===== config.mk =====
export PLATFORM = sky130hd
export DESIGN_NAME = adcssc_top
export DESIGN_NICKNAME = d
export VERILOG_FILES = /design/src/rtl/adcssc_pkg.sv /design/src/rtl/adcssc_step_if.sv /design/src/rtl/adcssc_step_decode.sv /design/src/rtl/adcssc_top.sv
export VERILOG_INCLUDE_DIRS = /design/src /design/src/rtl
export SDC_FILE = /design/constraint.sdc
export NUM_CORES = 1
export LEC_CHECK = 0
export BUFFER_PORTS_ARGS = -buffer_cell sky130_fd_sc_hd__buf_2
export CAP_MARGIN = 20
export CORE_MARGIN = 3
export CORE_UTILIZATION = 44
export DETAILED_ROUTE_END_ITERATION = 16
export PLACE_DENSITY = 0.67
export REMOVE_ABC_BUFFERS = 1
export SLEW_MARGIN = 40
export SYNTH_ARGS = -nofsm -noshare
export SYNTH_HDL_FRONTEND = slang
export SYNTH_SLANG_ARGS = --single-unit

===== constraint.sdc =====
create_clock -name i_clk -period 2.2 [get_ports i_clk]
set_input_delay 0.44 -clock i_clk [delete_from_list [all_inputs] [get_ports i_clk]]
set_output_delay 0.44 -clock i_clk [all_outputs]
set_load 0.03 [all_outputs]

===== src/rtl/adcssc_regs.svh =====
// Register offsets, field positions and timing counts of the step control block
`ifndef ADCSSC_REGS_SVH
`define ADCSSC_REGS_SVH
`define ADCSSC_ADDR_W 12
`define ADCSSC_OFF_STEP_CTRL 12'h044
`define ADCSSC_OFF_CTRL 12'h100
`define ADCSSC_OFF_STATUS 12'h104
`define ADCSSC_OFF_IRQ_STAT 12'h108
`define ADCSSC_OFF_IRQ_EN 12'h10c
`define ADCSSC_OFF_IRQ_CLR 12'h110
`define ADCSSC_STEP_CTRL_RESET 32'h00000000
`define ADCSSC_FLD_DIFF 0
`define ADCSSC_FLD_END 1
`define ADCSSC_FLD_IE 2
`define ADCSSC_FLD_TS 3
`define ADCSSC_NIBBLE_W 4
`define ADCSSC_CTRL_START 0
`define ADCSSC_IRQ_SAMPLE 0
`define ADCSSC_IRQ_SEQ_DONE 1
`define ADCSSC_IRQ_W 2
`define ADCSSC_CONV_TIME_NS 1000
`define ADCSSC_CLK_PERIOD_NS 25
`define ADCSSC_CONV_CYCLES ((`ADCSSC_CONV_TIME_NS + `ADCSSC_CLK_PERIOD_NS - 1) / `ADCSSC_CLK_PERIOD_NS)
`endif


===== src/rtl/adcssc_pkg.sv =====
// Types shared by the step control block
package adcssc_pkg;
    typedef enum logic [2:0]
    {
        ADCSSC_IDLE = 3'b001,
        ADCSSC_CONV = 3'b010,
        ADCSSC_NEXT = 3'b100
    } adcssc_state_e;
    typedef logic [2:0] adcssc_step_t;
    typedef struct packed
    {
        logic temp_sel;
        logic irq_en;
        logic last;
        logic diff;
    } adcssc_step_s;
endpackage


===== src/rtl/adcssc_step_if.sv =====
// Per-step field bundle between the register file and the step decoder
`timescale 1ns/1ps
interface adcssc_step_if;
    logic [31:0] word;
    logic [2:0] step;
    logic temp_sel;
    logic irq_en;
    logic last;
    logic diff;
    modport src (output word, output step, input temp_sel, input irq_en, input last, input diff);
    modport dec (input word, input step, output temp_sel, output irq_en, output last, output diff);
endinterface


===== src/rtl/adcssc_step_decode.sv =====
// Picks the four control bits of the current step out of the step control word
`timescale 1ns/1ps
`include "adcssc_regs.svh"
module adcssc_step_decode
    import adcssc_pkg::*;
(
    adcssc_step_if.dec bus
);
    logic [3:0] nib;
    // Nibble of the selected step, lowest nibble is the first step
    assign nib = bus.word[bus.step * `ADCSSC_NIBBLE_W +: `ADCSSC_NIBBLE_W];
    assign bus.temp_sel = nib[`ADCSSC_FLD_TS];
    assign bus.irq_en = nib[`ADCSSC_FLD_IE];
    assign bus.last = nib[`ADCSSC_FLD_END];
    assign bus.diff = nib[`ADCSSC_FLD_DIFF];
endmodule


===== src/rtl/adcssc_top.sv =====
// Step control register and sample sequencer for an eight-step converter sequence
//
// Added by the designer: strobed register access.
`timescale 1ns/1ps
`include "adcssc_regs.svh"
module adcssc_top
    import adcssc_pkg::*;
#(
    parameter int CONV_CYCLES = `ADCSSC_CONV_CYCLES
)
(
    input wire logic i_clk,
    input wire logic i_srst,
    input wire logic [11:0] i_addr,
    input wire logic [31:0] i_wdata,
    input wire logic i_wr,
    input wire logic i_rd,
    output logic [31:0] o_rdata,
    output logic o_conv_start,
    output logic [2:0] o_step,
    output logic o_temp_sel,
    output logic o_diff,
    output logic o_busy,
    output logic o_irq
);
    localparam int CNT_W = $clog2(CONV_CYCLES + 1);
    localparam logic [CNT_W-1:0] CNT_LAST = CNT_W'(CONV_CYCLES - 1);

    // Register map seen by software:
    // step control word, each nibble one step, lowest nibble first;
    // each nibble holds temperature select, interrupt enable, last marker, differential;
    // control, write-only, bit 0 starts a sequence from the first step;
    // status, read-only, bit 0 busy and bits 3 to 1 the current step;
    // interrupt status, read-only, bit 0 step done, bit 1 sequence done;
    // interrupt enable, same layout as interrupt status;
    // interrupt clear, write-only, a one clears the matching status bit.
    // Timing of one step: the timer runs CONV_CYCLES cycles in the
    // converting state, then one cycle in the next state picks the following
    // step, so steps start CONV_CYCLES plus one cycles apart.
    // The step word is not locked while busy: software should write it
    // only when the busy bit is clear, or the running sequence sees the
    // new fields from its current step on.
    // A sequence with no last marker set runs all eight steps and stops
    // after the top step.
    // Only one set of step fields exists, so a single-entry sequence needs
    // the first step's marker set by software.

    logic [31:0] step_ctrl_reg;
    logic [1:0] irq_stat_reg;
    logic [1:0] irq_en_reg;
    adcssc_state_e state_reg;
    adcssc_step_t step_reg;
    logic [CNT_W-1:0] cnt_reg;
    logic sample_done;
    logic seq_done;
    logic [1:0] irq_set;
    logic [1:0] irq_clr;
    logic start_req;

    adcssc_step_if sbus();

    // Decoder of the current step's fields
    assign sbus.word = step_ctrl_reg;
    assign sbus.step = step_reg;
    adcssc_step_decode u_dec
    (
        .bus(sbus.dec)
    );

    // Start request, a write of the start bit to the control offset
    assign start_req = i_wr && (i_addr == `ADCSSC_OFF_CTRL) && i_wdata[`ADCSSC_CTRL_START];

    // Clear mask, one bit per status flag, only in the write cycle
    assign irq_clr = (i_wr && (i_addr == `ADCSSC_OFF_IRQ_CLR)) ? i_wdata[1:0] : 2'h0;

    // Step control word, fully writable, read back as written
    always_ff @(posedge i_clk)
    begin
        if (i_srst)
        begin
            step_ctrl_reg <= `ADCSSC_STEP_CTRL_RESET;
        end
        else if (i_wr && (i_addr == `ADCSSC_OFF_STEP_CTRL))
        begin
            // A write while busy takes effect on the step in progress
            step_ctrl_reg <= i_wdata;
        end
    end

    // Interrupt enable, same layout as the status flags
    always_ff @(posedge i_clk)
    begin
        if (i_srst)
        begin
            irq_en_reg <= 2'h0;
        end
        else if (i_wr && (i_addr == `ADCSSC_OFF_IRQ_EN))
        begin
            irq_en_reg <= i_wdata[1:0];
        end
    end

    // Register reads, data in the cycle after the strobe and zero otherwise
    always_ff @(posedge i_clk)
    begin
        if (i_srst)
        begin
            o_rdata <= 32'h00000000;
        end
        else if (i_rd)
        begin
            case (i_addr)
                `ADCSSC_OFF_STEP_CTRL: o_rdata <= step_ctrl_reg;
                `ADCSSC_OFF_STATUS: o_rdata <= {28'h0000000, step_reg, o_busy};
                `ADCSSC_OFF_IRQ_STAT: o_rdata <= {30'h00000000, irq_stat_reg};
                `ADCSSC_OFF_IRQ_EN: o_rdata <= {30'h00000000, irq_en_reg};
                // Control and clear offsets are write-only and read as zero
                default: o_rdata <= 32'h00000000;
            endcase
        end
        else
        begin
            // Zero between reads so stale data never lingers on the bus
            o_rdata <= 32'h00000000;
        end
    end

    // A step is done when its conversion time is used up
    assign sample_done = (state_reg == ADCSSC_CONV) && (cnt_reg == CNT_LAST);

    // The sequence ends on the first marked step, or after the top step
    assign seq_done = sample_done && (sbus.last || (step_reg == 3'h7));

    // Sequencer state: idle, converting, stepping to the next entry
    always_ff @(posedge i_clk)
    begin
        if (i_srst)
        begin
            state_reg <= ADCSSC_IDLE;
        end
        else
        begin
            case (state_reg)
                ADCSSC_IDLE:
                begin
                    // A start while busy is ignored, only idle looks at it
                    if (start_req)
                        state_reg <= ADCSSC_CONV;
                end
                ADCSSC_CONV:
                begin
                    if (seq_done)
                        state_reg <= ADCSSC_IDLE;
                    else if (sample_done)
                        state_reg <= ADCSSC_NEXT;
                end
                ADCSSC_NEXT:
                begin
                    state_reg <= ADCSSC_CONV;
                end
                default:
                begin
                    // An illegal code falls back to idle
                    state_reg <= ADCSSC_IDLE;
                end
            endcase
        end
    end

    // Step index, restarts at the first step and advances between conversions
    always_ff @(posedge i_clk)
    begin
        if (i_srst)
        begin
            step_reg <= 3'h0;
        end
        else
        begin
            case (state_reg)
                ADCSSC_IDLE:
                begin
                    // Held after a sequence so status shows the last converted step
                    if (start_req)
                        step_reg <= 3'h0;
                end
                ADCSSC_NEXT:
                begin
                    step_reg <= step_reg + 3'h1;
                end
                default:
                begin
                    step_reg <= step_reg;
                end
            endcase
        end
    end

    // Conversion timer, counts the cycles of one step's conversion
    always_ff @(posedge i_clk)
    begin
        if (i_srst)
        begin
            cnt_reg <= '0;
        end
        else
        begin
            case (state_reg)
                ADCSSC_CONV:
                begin
                    // Stops at the last count; the state leaves on that cycle
                    if (!sample_done)
                        cnt_reg <= cnt_reg + 1'b1;
                end
                default:
                begin
                    // Idle and next both prepare a fresh count for the coming step
                    cnt_reg <= '0;
                end
            endcase
        end
    end

    // Start pulse to the converter, one cycle at the head of each step
    always_ff @(posedge i_clk)
    begin
        if (i_srst)
            o_conv_start <= 1'b0;
        else
            o_conv_start <= (state_reg == ADCSSC_CONV) && (cnt_reg == '0);
    end

    // Index of the step being converted
    always_ff @(posedge i_clk)
    begin
        if (i_srst)
            o_step <= 3'h0;
        else
            o_step <= step_reg;
    end

    // Temperature sensor select of the current step, aligned with the start pulse
    always_ff @(posedge i_clk)
    begin
        if (i_srst)
            o_temp_sel <= 1'b0;
        else
            o_temp_sel <= sbus.temp_sel;
    end

    // Differential select of the current step, aligned with the start pulse
    always_ff @(posedge i_clk)
    begin
        if (i_srst)
            o_diff <= 1'b0;
        else
            o_diff <= sbus.diff;
    end

    // Busy while the sequencer is out of idle
    always_ff @(posedge i_clk)
    begin
        if (i_srst)
            o_busy <= 1'b0;
        else
            o_busy <= (state_reg != ADCSSC_IDLE);
    end

    // Step interrupt when a step with its interrupt enable finishes
    assign irq_set[`ADCSSC_IRQ_SAMPLE] = sample_done && sbus.irq_en;

    // Sequence-done interrupt when the sequencer stops
    assign irq_set[`ADCSSC_IRQ_SEQ_DONE] = seq_done;

    // Sticky interrupt status; a set in the same cycle as its clear wins
    always_ff @(posedge i_clk)
    begin
        if (i_srst)
        begin
            irq_stat_reg <= 2'h0;
        end
        else
        begin
            // A lost event would be worse than one extra interrupt
            irq_stat_reg <= (irq_stat_reg & ~irq_clr) | irq_set;
        end
    end

    // Level interrupt, built from the next status so it needs no extra cycle
    always_ff @(posedge i_clk)
    begin
        if (i_srst)
        begin
            o_irq <= 1'b0;
        end
        else
        begin
            o_irq <= |(((irq_stat_reg & ~irq_clr) | irq_set) & irq_en_reg);
        end
    end
endmodule


==> reports/metrics.cfg, run 1 <==
[outcome]
status = completed

[timing]
tightestPinTransition_ps = 544
timing.hold.ws_ps = 314
rsz0062_at_grt = no
period_share_pct = 86.6
setup-violations-final = 0
setup_tns_ps = 0
max_freq_mhz = 525
finalMaxSlewViolations = 0
finalCriticalPeriod_ps = 1900
hold_viol_final = 0
relSlewSlack_pct = 63.2
fin_skew_ps = 11.4

[yosys]
synthesis.area_mm2 = 0.00336
yosysMostFrequentCell = dfxtp_1
synth.yosys.seq_area_share_pct = 52.4
synth_area_leader_cell = dfxtp_1
synth_edf_count = 0
async_reset_ff_share_pct = 0
syn_area_per_cell_um2 = 9.44
ys_seq_elements = 88
yosys_warnings = 0
synthCells = 356
ys.flop_type = dfxtp_1
yosys-top-cells-area = dfxtp_1, nand2_1, a21oi_1, and2_1, mux4_2
yosys.area.top_type_share_pct = 52.4
synth_cell_types = 44
synth_common_cells = dfxtp_1, nand2_1, a21oi_1, and2_1, nor2_1

[power]
powerDensity_mw_per_mm2 = 689
max-vdd-ir-drop_mv = 0.342
p_leak_nw = 1.68

[cts]
cts-resized-gates = 0
cts.clk_slew.worst_paths_ps = 90
hold_buffers = 0
cts_tree = yes
worstSkewPairLatency_ps = 350
clockBufferDepth = 2
cts_root_buf = clkbuf_8
cts_sinks = 88
post_cts_buffers = 0
cts_buffers = 9
cts_htree_levels = 3

[floorplanning]
die_h_um = 93.4
fp.dieW_um = 93.4
start_util_pct = 45.8
core_mm2 = 0.00733
num_rows = 31
ios = 88
die_area_mm2 = 0.00872

[routing]
first_iter_violations = 83
dr.pass1.iters = 4
drt-wirelength-per-cell_um = 13.6
viasPerCell = 4.90
wl_mm = 7.44
ant_nets = 0
vias = 2678
drc = 0

[layout]
seq_area_mm2 = 0.00176
fillers = 675
drive_above_1_share_pct = 26.8
diodes = 0
multi_input_area_mm2 = 0.00147
nets = 494
area.growth.synth_to_final_pct = 21.6

[critical_path]
rr_worst_depth = 6
r2r_start = sbus.step[1]
worst-path-max-fanout = 11
ff2ff_setup_slack_ps = 300
setup.worst_path.class = reg2reg
r2r_end = o_irq
startpoint_type = flop
end_kind = flop
crit_path_end = o_irq
arrival_ps = 2150
startpoint = sbus.step[1]
required_ps = 2450

[run]
drv_cap = 0

[placement]
dp_hpwl_mm = 5.29
io_buffers = 87
gp_congestion = 0.798

[global_routing]
grt_max_degree = 45
grt_pass1_wl_mm = 11.9
grtUsageTotal_pct = 17.5
antenna_found_initial = 0
overflow = 0
grt_pass1_vias = 2516

[min_path]
worstHoldPathCells = 3
holdCritPathClass = in2reg

how the worst min path moves through the flow:
stage	startpoint	end	slack, ps
final	i_wdata[11]	sbus.word[11]	310
after global routing	i_wdata[27]	sbus.word[27]	300
after CTS	i_wdata[11]	sbus.word[11]	300
after detailed placement	sbus.word[14]	sbus.word[14]	450
after global placement	sbus.word[30]	sbus.word[30]	450
after floorplan	sbus.word[14]	sbus.word[14]	430
metrics by stage:
stage          power, mW  instance area [um2]  setup slack [ps]  cells  utilization (%)
3_3_place_gp        1.71                 3880               268    530             52.9
5_1_grt             2.92                 4090               127    546             55.7
4_1_cts             2.84                 4090               255    546             55.7
2_1_floorplan       1.64                 3250               203    336                -
6_report            2.81                 4090               295    546             55.7
3_5_place_dp        1.71                 3880               241    530             52.9
logic make-up after synthesis:
logic type               synth area share, %
AO/OA/AOI/OAI                           10.5
adder cells (fa/ha/maj)                 1.49
AND/OR/NAND/NOR                         23.8
XOR/XNOR                               0.522
multiplexers                            7.49
buffers and inverters                   3.76
flip-flops                              52.4
power breakdown:
part,switching (mW),internal (mW)
Combinational,0.0447,0.0389
Clock,0.576,0.564
Sequential,0.0000487,1.59
Total,0.621,2.19
placed cells by master (no fill, tap or decap), drive strengths merged, types with 6 or more instances in the layout:
| cell type | instances |
|---|---|
| a21oi | 37 |
| a22o | 6 |
| and2 | 30 |
| buf | 95 |
| clkbuf | 11 |
| dfxtp | 88 |
| mux2i | 9 |
| mux4 | 6 |
| nand2 | 72 |
| nand2b | 9 |
| nor2 | 24 |
critical path, cell delays in order, from the launching register on:
cell and delay [ps]:
dfxtp_1 400, buf_4 240, mux2_2 350, a31oi_1 160, o311ai_1 200, a32o_1 270
a22o_1 170
routing by layer:
layer,up-vias,track usage (%),share of wire [%],wire length (um)
met4,0,7.57,1.5,108
met2,68,28.3,49,3620
met1,1228,22.5,44,3300
li1,1376,-,-,-
met3,6,3.86,5.5,409
met5,-,0,0,0
layout make-up:
class,instances,area share [%]
flip-flops and latches,88,43.1
multi-input cells,244,36.0
repair buffers,95,12.4
clock buffers,11,3.46
well taps,99,3.03
clock inverters,5,1.56
inverters,4,0.368
Note: power is estimated with default switching activity, not from simulation.
==> run 2, diff against run 1 <==
Settings changed: CELL_PAD_IN_SITES_DETAIL_PLACEMENT set to 1, CELL_PAD_IN_SITES_GLOBAL_PLACEMENT set to 1, CORE_UTILIZATION 44 to 39, MAX_ROUTING_LAYER set to met4, PLACE_DENSITY 0.67 to 0.78.
==> run 2 against run 1 <==
- total power rose by 3.5%
- combinational power rose by 4.3%
- clock power rose by 8%
- register-to-register slack barely moved
- cell area rose by 1.3%
- sequential cell count did not move
- count of clock-buffer cells in the layout fell by 2
- sequential share of layout area fell by 0.57 points
- largest cell class unchanged
- largest power group unchanged
- highest routed layer unchanged
==> reports/metrics.cfg, run 2 (synthesized netlist as in run 1, its figures left out) <==
[routing]
drc = 0  ; unchanged
viasPerCell = 5.03  ; +2.5%
drt-wirelength-per-cell_um = 15.4  ; +13%
first_iter_violations = 65  ; -22%
dr.pass1.iters = 4  ; unchanged
ant_nets = 0  ; unchanged
vias = 2786  ; +4.0%
wl_mm = 8.51  ; +14%

[cts]
cts_tree = yes
cts_root_buf = clkbuf_8
post_cts_buffers = 0  ; unchanged
cts-resized-gates = 0  ; unchanged
clockBufferDepth = 2  ; unchanged
cts.clk_slew.worst_paths_ps = 90  ; about the same
hold_buffers = 0  ; unchanged
worstSkewPairLatency_ps = 350  ; about the same
cts_htree_levels = 3  ; unchanged
cts_sinks = 88  ; unchanged
cts_buffers = 9  ; unchanged

[critical_path]
critPathSlowestCell = dfxtp_1
rr_worst_depth = 6  ; unchanged
required_ps = 2450  ; about the same
worst-path-buf-inv = 1  ; unchanged
slowest_delay_ps = 400  ; about the same
cp.depth = 6  ; unchanged
arrival_ps = 2160  ; about the same
worst-path-max-fanout = 11  ; unchanged
setup.worst_path.class = reg2reg
path_delay_family = compound AO/OA/AOI/OAI gates
end_kind = flop
startpoint_type = flop
cp_cell_sequence = buf_4 > mux2_2 > a31oi_1 > o311ai_1 > a32o_1 > a22o_1

[timing]
period_share_pct = 87.1  ; +0.56 points
tightestPinTransition_ps = 508  ; -35.7 ps
fin_skew_ps = 4.83  ; -6.57 ps
setup-violations-final = 0  ; unchanged
finalCriticalPeriod_ps = 1920  ; +12.4 ps
setup_tns_ps = 0  ; unchanged
rsz0062_at_grt = no
relSlewSlack_pct = 65.6  ; +2.4 points
hold_viol_final = 0  ; unchanged
max_freq_mhz = 522  ; -0.65%
finalMaxSlewViolations = 0  ; unchanged

[layout]
multi_input_area_mm2 = 0.00147  ; unchanged
drive_above_1_share_pct = 27.4  ; +0.55 points
final_common_cell = dfxtp_1
nets = 497  ; +0.61%
fillers = 1001  ; +48%
seq_area_mm2 = 0.00176  ; unchanged
layout_common_cells = dfxtp_1, buf_2, nand2_1
design_area_mm2 = 0.00414  ; +1.3%
area.growth.synth_to_final_pct = 23.2
diodes = 0  ; unchanged

[power]
combPwrFrac_pct = 3.0  ; about the same
powerDensity_mw_per_mm2 = 704  ; +2.1%
seqPwrFrac_pct = 54.6  ; -1.9 points
clkPwrFrac_pct = 42.4  ; +1.9 points
max-vdd-ir-drop_mv = 0.297  ; -13%
p_leak_nw = 1.71  ; +1.8%
switchingPower_uw = 639  ; +3.0%
p_int_mw = 2.27  ; +3.6%
switching_share_pct = 22.0  ; -0.10 points

[global_routing]
overflow = 0  ; unchanged
grtUsageTotal_pct = 18.5  ; +0.94 points
grt_max_degree = 45  ; unchanged
antenna_found_initial = 0  ; unchanged
grt_pass1_vias = 2872  ; +14%
grt_pass1_wl_mm = 14.0  ; +17%

[placement]
place_area_mm2 = 0.00392  ; +1.1%
gp_congestion = 0.858  ; +7.6%
io_buffers = 87  ; unchanged
dp_hpwl_mm = 6.00  ; +13%

[floorplanning]
num_rows = 33  ; +6.5%
core_mm2 = 0.00830  ; +13%
ios = 88  ; unchanged
start_util_pct = 40.5  ; -5.3 points
die_area_mm2 = 0.00976  ; +12%
fp.dieW_um = 98.8  ; +5.8%
die_h_um = 98.8  ; +5.8%

[min_path]
holdCritPathClass = in2reg
worstHoldPathCells = 3  ; unchanged

[outcome]
status = completed

[run]
drv_cap = 0  ; unchanged

[run 2: changes by cell type in the layout (fill, tap and decap cells not counted), sizes merged]
cell,change
buf,+3
clkinvlp,-2
bufinv,+1
clkbuf,-2
clkinv,+2
[run 2: worst paths after layout]
check / slack (ps) / to / start
max: 280 / o_irq / sbus.step[1]
min reg2reg: 470 / sbus.word[22] / sbus.word[22]
max reg2reg: 280 / o_irq / sbus.step[1]
min: 320 / sbus.word[19] / i_wdata[19]
[run 2: power by group through the flow]
| stage | clock, mW | sequential [mW] | combinational (mW) |
|---|---|---|---|
| after detailed placement | 0 | 1.63 | 0.0871 |
| final | 1.23 | 1.59 | 0.0872 |
| after floorplan | 0 | 1.63 | 0.0149 |
| after global placement | 0 | 1.63 | 0.0869 |
| after CTS | 1.26 | 1.59 | 0.0878 |
| after global routing | 1.34 | 1.59 | 0.0953 |
[run 2: routing by layer]
layer  vias to the layer above  part of all wire, %  track usage (%)
met5                         -                    0                -
met4                         0                  1.3             6.93
met3                        10                  3.8             2.90
met2                        72                   50             31.0
met1                      1330                   45             22.3
li1                       1374                    -                -
[run 2: worst min-delay path, cell delays in order]
cell     delay, ps
buf_2           90
nand2_1         40
a21oi_1         50
[run 2: stage by stage]
stage	hold WS [ps]	utilization, %	power (mW)	std cells	setup WS (ps)
floorplan	434	-	1.64	336	203
global placement	450	47.3	1.72	539	295
detailed placement	462	47.3	1.72	539	213
CTS	302	49.9	2.94	554	260
global route	303	49.9	3.02	554	132
finish	319	49.9	2.91	554	283
[run 2: cell type report]
cell class              count  area share, %
flip-flops and latches     88           42.6
multi-input cells         244           35.5
repair buffers             98           13.1
well taps                 105           3.17
clock buffers               9           2.99
clock inverters             6           2.27
inverters                   4          0.363
==> run 3, diff against run 2 <==
Settings changed: CORE_ASPECT_RATIO set to 1.1.
==> run 3 against run 2 <==
- utilization is 0.59 points higher
- routed wire length is 3.7% higher
- global-route usage is 1.0 points higher
- via count is 0.65% higher
- sequential cell count stayed put
- clock skew is 7.0 ps higher
- count of clock-buffer cells in the layout stayed put
- worst setup slack worse by 91 ps
- critical path type unchanged
- largest cell class unchanged
==> reports/metrics.cfg, run 3 (synthesized netlist as in run 1, its figures left out) <==
[layout]
multi_input_area_mm2 = 0.00147  ; unchanged
seq_area_mm2 = 0.00176  ; unchanged
final_common_cell = dfxtp_1
area.growth.synth_to_final_pct = 22.1
layout_common_cells = dfxtp_1, buf_2, nand2_1
fillers = 974  ; -2.7%
diodes = 0  ; unchanged
drive_above_1_share_pct = 27.2  ; -0.16 points
nets = 495  ; -0.40%

[cts]
worstSkewPairLatency_ps = 360  ; about the same
hold_buffers = 0  ; unchanged
cts_sinks = 88  ; unchanged
cts-resized-gates = 0  ; unchanged
cts_root_buf = clkbuf_8
post_cts_buffers = 0  ; unchanged
clockBufferDepth = 2  ; unchanged
cts_tree = yes
cts_buffers = 9  ; unchanged
cts_htree_levels = 3  ; unchanged
cts.clk_slew.worst_paths_ps = 100  ; about the same

[routing]
vias = 2804  ; +0.65%
dr.pass1.iters = 4  ; unchanged
drc = 0  ; unchanged
viasPerCell = 5.04  ; +0.28%
wl_mm = 8.83  ; +3.7%
ant_nets = 0  ; unchanged
drt-wirelength-per-cell_um = 15.9  ; +3.4%
first_iter_violations = 94  ; +45%

[placement]
gp_congestion = 0.973  ; +13%
dp_hpwl_mm = 6.24  ; +3.9%
place_ws_ps = 180  ; -33.8 ps
io_buffers = 87  ; unchanged

[floorplanning]
start_util_pct = 41.3  ; +0.87 points
fp.dieW_um = 94.5  ; -4.4%
ios = 88  ; unchanged
num_rows = 34  ; +3.0%
core_mm2 = 0.00813  ; -2.1%
die_h_um = 103  ; +4.6%
die_area_mm2 = 0.00976  ; about the same

[critical_path]
startpoint_type = flop
arrival_ps = 2260  ; +100 ps
required_ps = 2450  ; about the same
setup.worst_path.class = reg2reg
worst-path-max-fanout = 11  ; unchanged
rr_worst_depth = 6  ; unchanged
end_kind = flop

[outcome]
status = completed

[power]
p_leak_nw = 1.69  ; -1.2%
powerDensity_mw_per_mm2 = 688  ; -2.2%
max-vdd-ir-drop_mv = 0.490  ; +65%

[timing]
period_share_pct = 91.3  ; +4.1 points
rsz0062_at_grt = no
finalMaxSlewViolations = 0  ; unchanged
relSlewSlack_pct = 60.4  ; -5.2 points
setup-violations-final = 0  ; unchanged
timing.hold.ws_ps = 303  ; -16.2 ps
fin_skew_ps = 11.9  ; +7.05 ps
tightestPinTransition_ps = 584  ; +76.3 ps
timing.final.ws_setup_ps = 192  ; -91.1 ps
setup_tns_ps = 0  ; unchanged
hold_viol_final = 0  ; unchanged
max_freq_mhz = 498  ; -4.5%
finalCriticalPeriod_ps = 2010  ; +91.1 ps

[global_routing]
overflow = 0  ; unchanged
grt_max_degree = 45  ; unchanged
antenna_found_initial = 0  ; unchanged
grt_pass1_vias = 2817  ; -1.9%
grtUsageTotal_pct = 19.5  ; +1.0 points
grt_pass1_wl_mm = 14.0  ; about the same

[min_path]
worstHoldPathCells = 3  ; unchanged
holdCritPathClass = in2reg

[run]
drv_cap = 0  ; unchanged

[run 3: path summary, 6_finish.rpt]
path,to,slack (ps),start
worst min-delay path,sbus.word[15],300,i_wdata[15]
worst min register to register,sbus.word[8],470,sbus.word[8]
worst max register to register,o_irq,190,sbus.step[1]
worst max-delay path,o_irq,190,sbus.step[1]
[run 3: critical path, cell delays in order (launching register included)]
cell and delay [ps]:
dfxtp_1 450, buf_4 260, mux2_2 350, a31oi_1 170
o311ai_1 210, a32o_1 280, a22o_1 180
[run 3: per-layer routing]
metal,part of all wire (%),wire [um],up-vias,global-route usage (%)
met2,52,4560,61,33.3
met3,3.4,302,19,2.97
met4,3.1,272,0,10.3
met5,0,0,-,-
met1,42,3690,1345,22.1
li1,-,-,1379,-
[run 3: area by class of cell]
| class | instances | share of cell area (%) |
|---|---|---|
| sequential | 88 | 43.0 |
| multi-input combinational | 244 | 35.9 |
| timing repair buffer | 96 | 12.6 |
| tap | 108 | 3.29 |
| clock buffer | 9 | 3.02 |
| clock inverter | 7 | 1.92 |
| inverter | 4 | 0.366 |
[run 3: per-stage QoR]
stage | total power [mW] | std cells | utilization (%) | cell area, um2
after floorplan | 1.64 | 336 | - | 3250
after detailed placement | 1.72 | 540 | 48.0 | 3900
after global routing | 2.93 | 556 | 50.5 | 4100
after CTS | 2.85 | 556 | 50.5 | 4100
after global placement | 1.71 | 540 | 48.0 | 3900
final | 2.82 | 556 | 50.5 | 4100
[run 3: power breakdown]
part	leakage [nW]	switching (mW)	internal, mW
logic	0.886	0.0477	0.0396
registers	0.708	0.0000548	1.59
clock network	0.0977	0.608	0.536
total	1.69	0.656	2.17
